===== src/doc_defines.svh =====
`ifndef DOC_DEFINES_SVH
`define DOC_DEFINES_SVH
`define DOC_SYS_CLK_HZ 100000000
`define DOC_FAST_HZ_2M 2000000
`define DOC_FAST_HZ_1M 1000000
`define DOC_FAST_HZ_500K 500000
`define DOC_FAST_DIV_2M 8'(`DOC_SYS_CLK_HZ / `DOC_FAST_HZ_2M)
`define DOC_FAST_DIV_1M 8'(`DOC_SYS_CLK_HZ / `DOC_FAST_HZ_1M)
`define DOC_FAST_DIV_500K 8'(`DOC_SYS_CLK_HZ / `DOC_FAST_HZ_500K)
`define DOC_FAST_WAIT_8 16'h0008
`define DOC_FAST_WAIT_16 16'h0010
`define DOC_FAST_WAIT_32 16'h0020
`define DOC_FAST_WAIT_64 16'h0040
`define DOC_SLOW_WAIT_LONG 16384
`define DOC_SLOW_WAIT_SHORT 4096
`define DOC_SLOW_HZ 32768
`define DOC_TAP_HZ 256
`define DOC_TAP_DIV 7'((`DOC_SLOW_HZ / `DOC_TAP_HZ) - 1)
`define DOC_ADDR_SRC 5'h00
`define DOC_ADDR_CTL 5'h04
`define DOC_ADDR_WAIT 5'h08
`define DOC_ADDR_CAL 5'h0C
`define DOC_ADDR_PORT 5'h10
`define DOC_SRC_LSB 0
`define DOC_FSEL_LSB 4
`define DOC_FEN_BIT 0
`define DOC_SEN_BIT 1
`define DOC_FWT_LSB 0
`define DOC_SWT_LSB 4
`define DOC_CAL_BIT 0
`define DOC_FVAL_BIT 8
`define DOC_SVAL_BIT 9
`define DOC_FRUN_BIT 10
`define DOC_SRUN_BIT 11
`define DOC_PORTA_BIT 0
`define DOC_PORTB_BIT 1
`define DOC_SRC_FAST 2'h0
`define DOC_SRC_SLOW 2'h1
`define DOC_FSEL_RST 2'h0
`define DOC_FWT_RST 2'h0
`define DOC_SWT_RST 2'h0
`define DOC_FEN_RST 1'b1
`define DOC_SEN_RST 1'b0
`define DOC_CAL_RST 1'b0
`endif


===== src/doc_pkg.sv =====
`include "doc_defines.svh"
package doc_pkg;
    typedef struct packed {
        logic [7:0] cnt;
        logic tick;
    } doc_osc_st_t;

    typedef struct packed {
        logic [15:0] cnt;
        logic valid;
    } doc_wait_st_t;

    typedef struct packed {
        logic [1:0] src;
        logic [1:0] fsel;
        logic fen;
        logic sen;
        logic [1:0] fwt;
        logic [1:0] swt;
        logic cal;
        logic port_a;
        logic port_b;
        logic fast_run;
        logic slow_run;
        logic [2:0] xsync;
        logic slow_tick;
        logic [6:0] tap_cnt;
        logic tap;
        logic div_rst;
        logic sys_tick;
        logic core_run;
        logic fdiv;
        logic out_a;
        logic out_b;
        logic xout;
        logic [15:0] rdata;
    } doc_main_st_t;

    function automatic logic [7:0] fast_div(input logic [1:0] sel);
        unique case (sel)
            2'h1: fast_div = `DOC_FAST_DIV_1M;
            2'h2: fast_div = `DOC_FAST_DIV_500K;
            default: fast_div = `DOC_FAST_DIV_2M;
        endcase
    endfunction

    function automatic logic [15:0] fast_wait(input logic [1:0] sel);
        unique case (sel)
            2'h3: fast_wait = `DOC_FAST_WAIT_8;
            2'h2: fast_wait = `DOC_FAST_WAIT_16;
            2'h1: fast_wait = `DOC_FAST_WAIT_32;
            default: fast_wait = `DOC_FAST_WAIT_64;
        endcase
    endfunction
endpackage


===== src/doc_osc_ctrl.sv =====
// Function
// - Fast oscillator frequency select: 0 2 MHz, 1 1 MHz, 2 500 kHz.
// - Fast oscillator runs while its enable is 1, stops at 0.
// - Fast oscillator stops in sleep regardless of enable.
// - Reset sets fast enable 1; fast oscillator is system clock.
// - Fast clock withheld until its stabilization wait elapses.
// - Fast wait select: 3 8, 2 16, 1 32, 0 64 cycles.
// - Core starts after fast start plus 64 fast cycles.
// - Outside sleep slow oscillator follows its enable only.
// - In sleep slow oscillator runs only with enable and calendar run.
// - Reset clears slow enable and calendar run; slow oscillator halted.
// - Slow wait select: 0 16384, 2 4096 cycles; others reserved.
// - Selected clock reaches system by start time plus wait.
// - Calendar start resets slow divider chain and 256 Hz tap.
// - Clock output pins are general I/O until function selected.
// - Sleep cancel forces fast enable and fast system clock.
// - Disabling the selected source oscillator is ignored.
`timescale 1ns/1ps
`default_nettype none
`include "doc_defines.svh"
module doc_osc_ctrl #(
    parameter int SLOW_WAIT_LONG = `DOC_SLOW_WAIT_LONG,
    parameter int SLOW_WAIT_SHORT = `DOC_SLOW_WAIT_SHORT
) (
    input wire logic sys_clk,
    input wire logic sys_rst,
    input wire logic [4:0] reg_addr,
    input wire logic [15:0] reg_wdata,
    input wire logic reg_wr,
    input wire logic reg_rd,
    output logic [15:0] reg_rdata,
    input wire logic sleep,
    input wire logic sleep_cancel,
    input wire logic crystal_in_pin,
    output logic crystal_out_pin,
    input wire logic gpio_a,
    input wire logic gpio_b,
    output logic clock_out_a,
    output logic clock_out_b,
    output logic [1:0] sysclk_source_sel,
    output logic sysclk_tick,
    output logic core_run,
    output logic fast_osc_run,
    output logic slow_osc_run,
    output logic fast_clk_valid,
    output logic slow_clk_valid,
    output logic tap_256hz,
    output logic slow_div_reset
);
    localparam doc_pkg::doc_main_st_t MAIN_RST = '{
        src: `DOC_SRC_FAST, fsel: `DOC_FSEL_RST, fen: `DOC_FEN_RST,
        sen: `DOC_SEN_RST, fwt: `DOC_FWT_RST, swt: `DOC_SWT_RST,
        cal: `DOC_CAL_RST, fast_run: `DOC_FEN_RST, default: '0};

    if (SLOW_WAIT_LONG < 1 || SLOW_WAIT_LONG > 65535 || SLOW_WAIT_SHORT < 1 || SLOW_WAIT_SHORT > 65535)
    begin : g_check
        $error("slow wait counts must lie in 1 to 65535");
    end

    doc_pkg::doc_main_st_t s;
    doc_pkg::doc_main_st_t next_s;
    logic fast_tick;
    logic fast_valid;
    logic slow_valid;

    function automatic logic [15:0] slow_wait(input logic [1:0] sel);
        if (sel == 2'h2)
            slow_wait = 16'(SLOW_WAIT_SHORT);
        else
            slow_wait = 16'(SLOW_WAIT_LONG);
    endfunction

    doc_fast_osc u_fast_osc (
        .sys_clk(sys_clk),
        .sys_rst(sys_rst),
        .run(s.fast_run),
        .freq_sel(s.fsel),
        .tick(fast_tick)
    );

    doc_osc_wait u_fast_wait (
        .sys_clk(sys_clk),
        .sys_rst(sys_rst),
        .run(s.fast_run),
        .tick(fast_tick),
        .limit(doc_pkg::fast_wait(s.fwt)),
        .valid(fast_valid)
    );

    doc_osc_wait u_slow_wait (
        .sys_clk(sys_clk),
        .sys_rst(sys_rst),
        .run(s.slow_run),
        .tick(s.slow_tick),
        .limit(slow_wait(s.swt)),
        .valid(slow_valid)
    );

    always_comb
    begin
        next_s = s;
        next_s.div_rst = 1'b0;
        next_s.tap = 1'b0;
        next_s.rdata = 16'h0000;
        // Register writes
        if (reg_wr)
        begin
            unique case (reg_addr)
                `DOC_ADDR_SRC:
                begin
                    next_s.fsel = reg_wdata[`DOC_FSEL_LSB +: 2];
                    if (reg_wdata[`DOC_SRC_LSB +: 2] == `DOC_SRC_FAST && s.fen)
                        next_s.src = `DOC_SRC_FAST;
                    else if (reg_wdata[`DOC_SRC_LSB +: 2] == `DOC_SRC_SLOW && s.sen)
                        next_s.src = `DOC_SRC_SLOW;
                end
                `DOC_ADDR_CTL:
                begin
                    next_s.fen = reg_wdata[`DOC_FEN_BIT] | (s.src == `DOC_SRC_FAST);
                    next_s.sen = reg_wdata[`DOC_SEN_BIT] | (s.src == `DOC_SRC_SLOW);
                end
                `DOC_ADDR_WAIT:
                begin
                    next_s.fwt = reg_wdata[`DOC_FWT_LSB +: 2];
                    next_s.swt = reg_wdata[`DOC_SWT_LSB +: 2];
                end
                `DOC_ADDR_CAL:
                begin
                    next_s.cal = reg_wdata[`DOC_CAL_BIT];
                    next_s.div_rst = reg_wdata[`DOC_CAL_BIT] & ~s.cal;
                end
                `DOC_ADDR_PORT:
                begin
                    next_s.port_a = reg_wdata[`DOC_PORTA_BIT];
                    next_s.port_b = reg_wdata[`DOC_PORTB_BIT];
                end
                default:
                begin
                end
            endcase
        end
        // Wake-up overrides any write to fast enable and source select
        if (sleep_cancel)
        begin
            next_s.fen = 1'b1;
            next_s.src = `DOC_SRC_FAST;
        end
        // Register reads, data in the following cycle
        if (reg_rd)
        begin
            unique case (reg_addr)
                `DOC_ADDR_SRC:
                begin
                    next_s.rdata[`DOC_SRC_LSB +: 2] = s.src;
                    next_s.rdata[`DOC_FSEL_LSB +: 2] = s.fsel;
                end
                `DOC_ADDR_CTL:
                begin
                    next_s.rdata[`DOC_FEN_BIT] = s.fen;
                    next_s.rdata[`DOC_SEN_BIT] = s.sen;
                end
                `DOC_ADDR_WAIT:
                begin
                    next_s.rdata[`DOC_FWT_LSB +: 2] = s.fwt;
                    next_s.rdata[`DOC_SWT_LSB +: 2] = s.swt;
                end
                `DOC_ADDR_CAL:
                begin
                    next_s.rdata[`DOC_CAL_BIT] = s.cal;
                    next_s.rdata[`DOC_FVAL_BIT] = fast_valid;
                    next_s.rdata[`DOC_SVAL_BIT] = slow_valid;
                    next_s.rdata[`DOC_FRUN_BIT] = s.fast_run;
                    next_s.rdata[`DOC_SRUN_BIT] = s.slow_run;
                end
                `DOC_ADDR_PORT:
                begin
                    next_s.rdata[`DOC_PORTA_BIT] = s.port_a;
                    next_s.rdata[`DOC_PORTB_BIT] = s.port_b;
                end
                default:
                begin
                end
            endcase
        end
        // Oscillator on/off
        next_s.fast_run = s.fen & ~sleep;
        next_s.slow_run = s.sen & (~sleep | s.cal);
        // Crystal input synchroniser and edge
        next_s.xsync = {s.xsync[1:0], crystal_in_pin};
        next_s.slow_tick = s.slow_run & s.xsync[1] & ~s.xsync[2];
        next_s.xout = s.slow_run & ~s.xsync[2];
        // Slow divider chain and 256 Hz tap
        if (s.div_rst)
        begin
            next_s.tap_cnt = 7'h00;
        end
        else if (s.slow_tick)
        begin
            next_s.tap_cnt = s.tap_cnt + 7'h01;
            next_s.tap = (s.tap_cnt == `DOC_TAP_DIV);
        end
        // System clock enable, gated by the wait
        if (s.src == `DOC_SRC_SLOW)
            next_s.sys_tick = s.slow_tick & slow_valid;
        else
            next_s.sys_tick = fast_tick & fast_valid;
        next_s.core_run = s.core_run | fast_valid;
        // Divided clock onto function-selected pins
        if (fast_tick & fast_valid)
            next_s.fdiv = ~s.fdiv;
        next_s.out_a = s.port_a ? s.fdiv : gpio_a;
        next_s.out_b = s.port_b ? s.fdiv : gpio_b;
    end

    always_ff @(posedge sys_clk)
    begin
        if (sys_rst)
            s <= MAIN_RST;
        else
            s <= next_s;
    end

    assign reg_rdata = s.rdata;
    assign crystal_out_pin = s.xout;
    assign clock_out_a = s.out_a;
    assign clock_out_b = s.out_b;
    assign sysclk_source_sel = s.src;
    assign sysclk_tick = s.sys_tick;
    assign core_run = s.core_run;
    assign fast_osc_run = s.fast_run;
    assign slow_osc_run = s.slow_run;
    assign fast_clk_valid = fast_valid;
    assign slow_clk_valid = slow_valid;
    assign tap_256hz = s.tap;
    assign slow_div_reset = s.div_rst;
endmodule
`default_nettype wire


===== src/doc_fast_osc.sv =====
`timescale 1ns/1ps
`default_nettype none
`include "doc_defines.svh"
module doc_fast_osc (
    input wire logic sys_clk,
    input wire logic sys_rst,
    input wire logic run,
    input wire logic [1:0] freq_sel,
    output logic tick
);
    doc_pkg::doc_osc_st_t s;
    doc_pkg::doc_osc_st_t next_s;

    always_comb
    begin
        next_s = s;
        next_s.tick = 1'b0;
        if (!run)
        begin
            next_s.cnt = 8'h00;
        end
        else if (s.cnt >= doc_pkg::fast_div(freq_sel) - 8'h01)
        begin
            next_s.cnt = 8'h00;
            next_s.tick = 1'b1;
        end
        else
        begin
            next_s.cnt = s.cnt + 8'h01;
        end
    end

    always_ff @(posedge sys_clk)
    begin
        if (sys_rst)
            s <= '0;
        else
            s <= next_s;
    end

    assign tick = s.tick;
endmodule
`default_nettype wire


===== src/doc_osc_wait.sv =====
`timescale 1ns/1ps
`default_nettype none
module doc_osc_wait (
    input wire logic sys_clk,
    input wire logic sys_rst,
    input wire logic run,
    input wire logic tick,
    input wire logic [15:0] limit,
    output logic valid
);
    doc_pkg::doc_wait_st_t s;
    doc_pkg::doc_wait_st_t next_s;

    always_comb
    begin
        next_s = s;
        if (!run)
        begin
            next_s.cnt = 16'h0000;
            next_s.valid = 1'b0;
        end
        else if (tick && !s.valid)
        begin
            next_s.cnt = s.cnt + 16'h0001;
            if (next_s.cnt >= limit)
                next_s.valid = 1'b1;
        end
    end

    always_ff @(posedge sys_clk)
    begin
        if (sys_rst)
            s <= '0;
        else
            s <= next_s;
    end

    assign valid = s.valid;
endmodule
`default_nettype wire


===== config.mk =====
export PLATFORM = sky130hd
export DESIGN_NAME = doc_osc_ctrl
export DESIGN_NICKNAME = d
export VERILOG_FILES = /design/src/doc_pkg.sv /design/src/doc_osc_ctrl.sv /design/src/doc_fast_osc.sv /design/src/doc_osc_wait.sv
export VERILOG_INCLUDE_DIRS = /design/src /design/src/src
export SDC_FILE = /design/constraint.sdc
export NUM_CORES = 1
export LEC_CHECK = 0
export BUFFER_PORTS_ARGS = -buffer_cell sky130_fd_sc_hd__buf_4
export CORE_MARGIN = 2
export CORE_UTILIZATION = 50
export CTS_CLUSTER_DIAMETER = 60
export DETAILED_ROUTE_END_ITERATION = 10
export PLACE_DENSITY = 0.7
export SLEW_MARGIN = 10
export SYNTH_ARGS = -nofsm -noshare
export SYNTH_HDL_FRONTEND = slang
export SYNTH_HIERARCHICAL = 1
export SYNTH_SLANG_ARGS = --single-unit

===== constraint.sdc =====
create_clock -name sys_clk -period 5.1 [get_ports sys_clk]
set_input_delay 0 -clock sys_clk [delete_from_list [all_inputs] [get_ports sys_clk]]
set_output_delay 0 -clock sys_clk [all_outputs]
set_load 0.05 [all_outputs]

Yosys cells after proc, flatten, opt, wreduce, memory -nomap -nowiden
Cells that the tools add are included.
{"block": "word_totals", "wordCells": 114, "output_inout_bits": 29, "ff_bits": 93}
{"block": "op_classes", "n_bitwise": 22, "n_reduce_logical": 27, "n_lt_le_gt_ge": 3, "n_addsub": 5, "n_mux": 13, "n_eq_ne": 13}
{"op": "16-bit by 1-bit adder with 16-bit output (second input constant)", "n": 2}
{"op": "7-bit one-hot mux with 3 select lines", "n": 1}
{"op": "16-bit by 15-bit >= comparator with 1-bit output", "n": 1}
{"op": "16-bit by 7-bit >= comparator with 1-bit output", "n": 1}
{"op": "8-bit one-hot mux with 2 select lines", "n": 1}
{"op": "15-bit two-way mux", "n": 1}
{"op": "2-bit AND reduction", "n": 7}
{"op": "3-bit OR reduction", "n": 4}
{"op": "5-bit by 4-bit equality test with 1-bit output (second input constant)", "n": 2}
{"op": "1-bit NOT", "n": 10}
{"op": "2-bit OR reduction", "n": 5}
{"op": "8-bit by 1-bit adder with 8-bit output (second input constant)", "n": 1}
{"op": "1-bit AND", "n": 8}
{"op": "2-bit by 1-bit equality test with 1-bit output (second input constant)", "n": 4}
{"op": "2-bit equality test (second input constant)", "n": 4}
{"op": "8-bit >= comparator", "n": 1}
{"op": "8-bit two-way mux", "n": 1}
{"op": "8-bit by 1-bit subtractor with 8-bit output (second input constant)", "n": 1}
{"op": "7-bit by 1-bit adder with 7-bit output (second input constant)", "n": 1}
{"op": "7-bit equality test (second input constant)", "n": 1}
{"op": "5-bit by 3-bit equality test with 1-bit output (second input constant)", "n": 1}
{"op": "5-bit equality test (second input constant)", "n": 1}
{"op": "5-bit zero test", "n": 1}
{"op": "1-bit one-hot mux with 5 select lines", "n": 1}
{"op": "other kinds (10)", "n": 22}

Longest topological paths before layout
{"block": "logic_depth", "depth_word": 6, "ltp_mapped": 11, "depth_no_buf": 9}

Modules after synthesis
The synthesis kept the hierarchy.
{"mod": "doc_osc_wait", "cells_per_inst": 175, "n_inst": 2, "area_per_inst_um2": 1351.3}
{"mod": "doc_osc_ctrl", "cells_per_inst": 192, "n_inst": 1, "area_per_inst_um2": 1849.3}
{"mod": "doc_fast_osc", "cells_per_inst": 58, "n_inst": 1, "area_per_inst_um2": 576.8}

Worst setup path before layout
Ideal clock, no wire load.
{"block": "synth_path", "path_kind": "reg2reg", "from": "register u_fast_wait/s[6] (netlist name)", "to": "register u_fast_wait.s, in the netlist u_fast_wait/valid", "synth_period_minus_slack_ns": 2.203, "n_path_buf": 2, "path_stages_with_launch": 12, "t_arrival_ns": 2.128, "setup_time_ns": 0.074, "setup_slack_ns": 2.897, "cell_sequence": "dfxtp_1 buf_4 and4_4 nand2_2 buf_6 nor3_1 xor2_1 ha_1 nand2_1 nor4_1 o311ai_0 a31oi_1"}
{"block": "synth_via", "elab_chain_len": 3}
{"element": "start, declared", "line_no": "doc_osc_wait.sv:11", "rtl": "doc_pkg::doc_wait_st_t s;"}
{"element": "start signal, assigned", "line_no": "doc_osc_wait.sv:35", "rtl": "s <= next_s;"}
{"element": "16-bit by 1-bit adder with 16-bit output", "line_no": "doc_osc_wait.sv:24", "rtl": "next_s.cnt = s.cnt + 16'h0001;"}
{"element": "16-bit by 7-bit >= comparator with 1-bit output", "line_no": "doc_osc_wait.sv:25", "rtl": "if (next_s.cnt >= limit)"}
{"element": "2-bit AND reduction (no source line)"}
No other way between the ends.
A chain may end at the register's enable or synchronous reset.

Final worst setup path
{"block": "layout_path", "from": "register u_fast_wait/s[1] (netlist name)", "to": "register u_fast_wait.s, in the netlist u_fast_wait/valid"}
Same word-level chain as after synthesis.

==> results.py <==
metrics = {
    "timing": {
        "fmax_ghz": 0.358,
        "maxSlewHeadroom_pct": 58.9,
        "rsz0062_at_grt": "no",
        "period_needed_ns": 2.79,
        "period_share_pct": 54.8,
        "tns_ns": 0,
        "setup_viol": 0,
        "tightest_slew_ns": 0.601,
        "drv_slew": 0,
        "clock-skew-final_ns": 0.0154,
        "hold_viol": 0,
    },
    "outcome": {
        "status": "finished clean",
    },
    "route": {
        "drc": 0,
        "drtIter0Drc": 147,
        "vias": 4107,
        "wl_per_cell_um": 12.6,
        "wirelength_um": 9950,
        "postRouteAntennaNets": 0,
        "firstDrtPassIters": 4,
        "avgViaCountPerCell": 5.20,
    },
    "logic_synthesis": {
        "synth-seq-area-share_pct": 32.8,
        "ys_ff_latch": 84,
        "synthArstFlopShare_pct": 0,
        "synth-edff-count": 0,
        "yosysWarnings": 6,
        "synthesis.area_um2": 5130,
        "synth_ff_type": "dfxtp_1",
        "synth_cells": 600,
        "avgSynthCellArea_um2": 8.55,
        "synth.distinct_cells": 56,
    },
    "grt": {
        "grt_pass1_vias": 3947,
        "grt_max_degree": 34,
        "gr-total-overflow": 0,
        "grtUsageMet2_pct": 32.3,
        "grt_util_met3_pct": 4.58,
        "use_met1_pct": 23.5,
        "antenna_found_initial": 0,
        "grt_pass1_wl_um": 17300,
        "grt_use_total_pct": 18.8,
        "busiest_layer": "met2",
    },
    "final_layout": {
        "fillers": 878,
        "num-nets-final": 727,
        "area_growth_pct": 12.3,
        "seq_area_um2": 1680,
        "multi_input_area_um2": 3150,
        "drive_gt1_share_pct": 11.4,
        "num_antenna_cells": 0,
        "post-route-cell-area_um2": 5760,
    },
    "clocking": {
        "postCtsSetupBuffers": 0,
        "cts_made_buffers": 9,
        "cts_buffer_depth": 2,
        "clkSinkCount": 84,
        "clk_latency_ns": 0.36,
        "clock-root-buffer": "clkbuf_8",
        "cts_tree": "done",
        "h-tree-depth": 3,
        "clk_pin_slew_ns": 0.10,
    },
    "pwr": {
        "p_int_uw": 889,
        "power_frac_seq_pct": 54.3,
        "clockPowerShare_pct": 37.8,
        "power_frac_comb_pct": 7.9,
        "leakage_uw": 0.00233,
        "p_per_area_nw_per_um2": 212,
        "swShare_pct": 27.2,
        "p_switching_uw": 332,
        "ir_drop_mv": 0.147,
    },
    "worst_setup_path": {
        "reg2reg_setup_slack_ns": 2.31,
        "crit_fanout": 5,
        "r2r-start": "u_fast_wait/s[1]",
        "crit_path_end_kind": "flip-flop",
        "startpoint_type": "flip-flop",
        "critPathKind": "flip-flop to flip-flop",
        "reg2regPathDepth": 9,
        "r2r_end": "u_fast_wait/valid",
        "cp_data_arrival_time_ns": 3.07,
        "cp.required_ns": 5.38,
    },
    "flow_run": {
        "drv_cap": 0,
    },
    "floorplan": {
        "core-area_um2": 9860,
        "dieHeight_um": 105,
        "die_x_um": 105,
        "dieArea_um2": 11100,
        "initial_core_util_pct": 52.0,
        "ioPinCount": 59,
        "num_rows": 36,
    },
    "hold_path": {
        "whs_path_depth": 3,
        "holdPathEnd": "slow_div_reset",
        "worst_hold_startpoint": "reg_addr[2]",
        "min_path_type": "input pin to flip-flop",
    },
    "placed_design": {
        "io_buffers": 37,
        "placed_cell_area_um2": 5430,
        "gp_congestion": 0.818,
        "hpwlAfterDp_um": 7510,
    },
}
==> cells in the final DEF, fill, tap and decap left out, types with 3 or more instances in the layout <==
cell type,count
dfxtp_1,84
nor2_1,54
ha_1,45
inv_1,41
buf_4,37
nand2_1,36
conb_1,35
a21oi_1,32
xnor2_1,29
xor2_1,28
nand3_1,24
nand2b_1,18
o21ai_0,17
nor3_1,17
mux2i_1,15
nor2b_1,13
dlygate4sd3_1,13
nand4_1,10
clkbuf_8,9
or3_1,8
nor3_2,8
and2_1,7
and3_1,7
o31ai_1,6
and4_1,4
or4_1,4
o311ai_0,4
nor3b_1,3
a31oi_1,3
nand3b_1,3
nor4_1,3
clkinv_4,3
==> Yosys cell counts (17+ instances only) <==
cell,n,area [um^2]
ha_1,45,563
nand2b_1,18,113
buf_4,21,158
inv_1,41,154
nand3_1,24,120
dfxtp_1,84,1680
nor2_1,54,203
xor2_1,28,245
nand2_1,36,135
o21ai_0,17,85.1
nor3_1,17,85.1
a21oi_1,32,160
xnor2_1,29,254
==> sequential cells by signal, indices dropped and copies added (netlist names) <==
register,flops
u_slow_wait/s,16
clock_out_a,1
slow_div_reset,1
core_run,1
tap_256hz,1
u_slow_wait/valid,1
u_fast_osc/tick,1
sysclk_tick,1
u_fast_osc/s,8
slow_osc_run,1
u_fast_wait/valid,1
s,21
sysclk_source_sel,1
reg_rdata,8
u_fast_wait/s,16
clock_out_b,1
crystal_out_pin,1
fast_osc_run,1
next_s,2
==> logic make-up (layout without fill, tap and decap cells) <==
kind of cell,count (synthesis),after routing,synth area share (%)
xor gates and xnor gates,57,57,9.73
adders and majority gates,45,45,11.0
other,1,35,0.0731
and+or+nand+nor,237,237,26.2
muxes,15,15,2.93
DFF,84,84,32.8
buffers and inverters,84,107,8.34
AOI/OAI and AO/OA,77,77,8.95
==> routing by layer <==
layer / vias up / part of all wire [%]
met5: - / 0
met4: 0 / 0.80
met3: 11 / 4.0
met2: 84 / 49
met1: 1899 / 46
li1: 2113 / -
==> critical path, cell delays in order, from the launching register on <==
cell and delay [ns]:
dfxtp_1 0.44, ha_1 0.30, nand4_1 0.28, nor3_1 0.32
xor2_1 0.13, ha_1 0.29, nand2_1 0.07, nor4_1 0.44
o311ai_0 0.26, a31oi_1 0.20
==> final cells by class <==
type / instances / area share (%)
clock inverters: 7 / 1.37
multi-input cells: 466 / 54.6
clock buffers: 9 / 2.15
inverters: 41 / 2.67
repair buffers: 50 / 7.08
flip-flops and latches: 84 / 29.2
well taps: 133 / 2.89
==> through the flow <==
| stage | worst slack (ns) | total power, uW | std cells | util, % | hold slack, ns |
|---|---|---|---|---|---|
| after global placement | 2.51 | 765 | 761 | 55.0 | 0.217 |
| after global routing | 2.11 | 1280 | 790 | 58.4 | 0.0234 |
| after detailed placement | 2.38 | 767 | 761 | 55.0 | 0.227 |
| after CTS | 2.34 | 1240 | 790 | 58.4 | 0.00966 |
| after floorplan | 2.90 | 748 | 634 | - | 0.0938 |
| final | 2.31 | 1220 | 790 | 58.4 | 0.0250 |
==> timing repair <==
item / in CTS / in global routing
setup endpoints to repair: 0 / 0
hold buffers: 13 / 0
endpoints found under the hold margin: 20 / 0
resized for setup: 0 / 0
==> worst max-delay path by stage <==
stage	slack (ns)	end	start
floorplan	2.90	u_fast_wait/valid	u_fast_wait/s[6]
global placement	2.51	u_slow_wait/valid	u_slow_wait/s[1]
detailed placement	2.38	u_fast_wait/valid	u_fast_wait/s[1]
CTS	2.34	u_fast_wait/valid	u_fast_wait/s[1]
global route	2.11	u_fast_wait/valid	u_fast_wait/s[1]
finish	2.31	u_fast_wait/valid	u_fast_wait/s[1]
==> power groups by stage <==
stage | sequential (uW) | clock, uW | combinational (uW)
2_1_floorplan | 682 | 0 | 66.1
6_report | 663 | 461 | 96.6
3_3_place_gp | 679 | 0 | 86.4
4_1_cts | 663 | 480 | 96.0
3_5_place_dp | 679 | 0 | 88.5
5_1_grt | 664 | 510 | 108
Power figures use the tool's default switching activity.
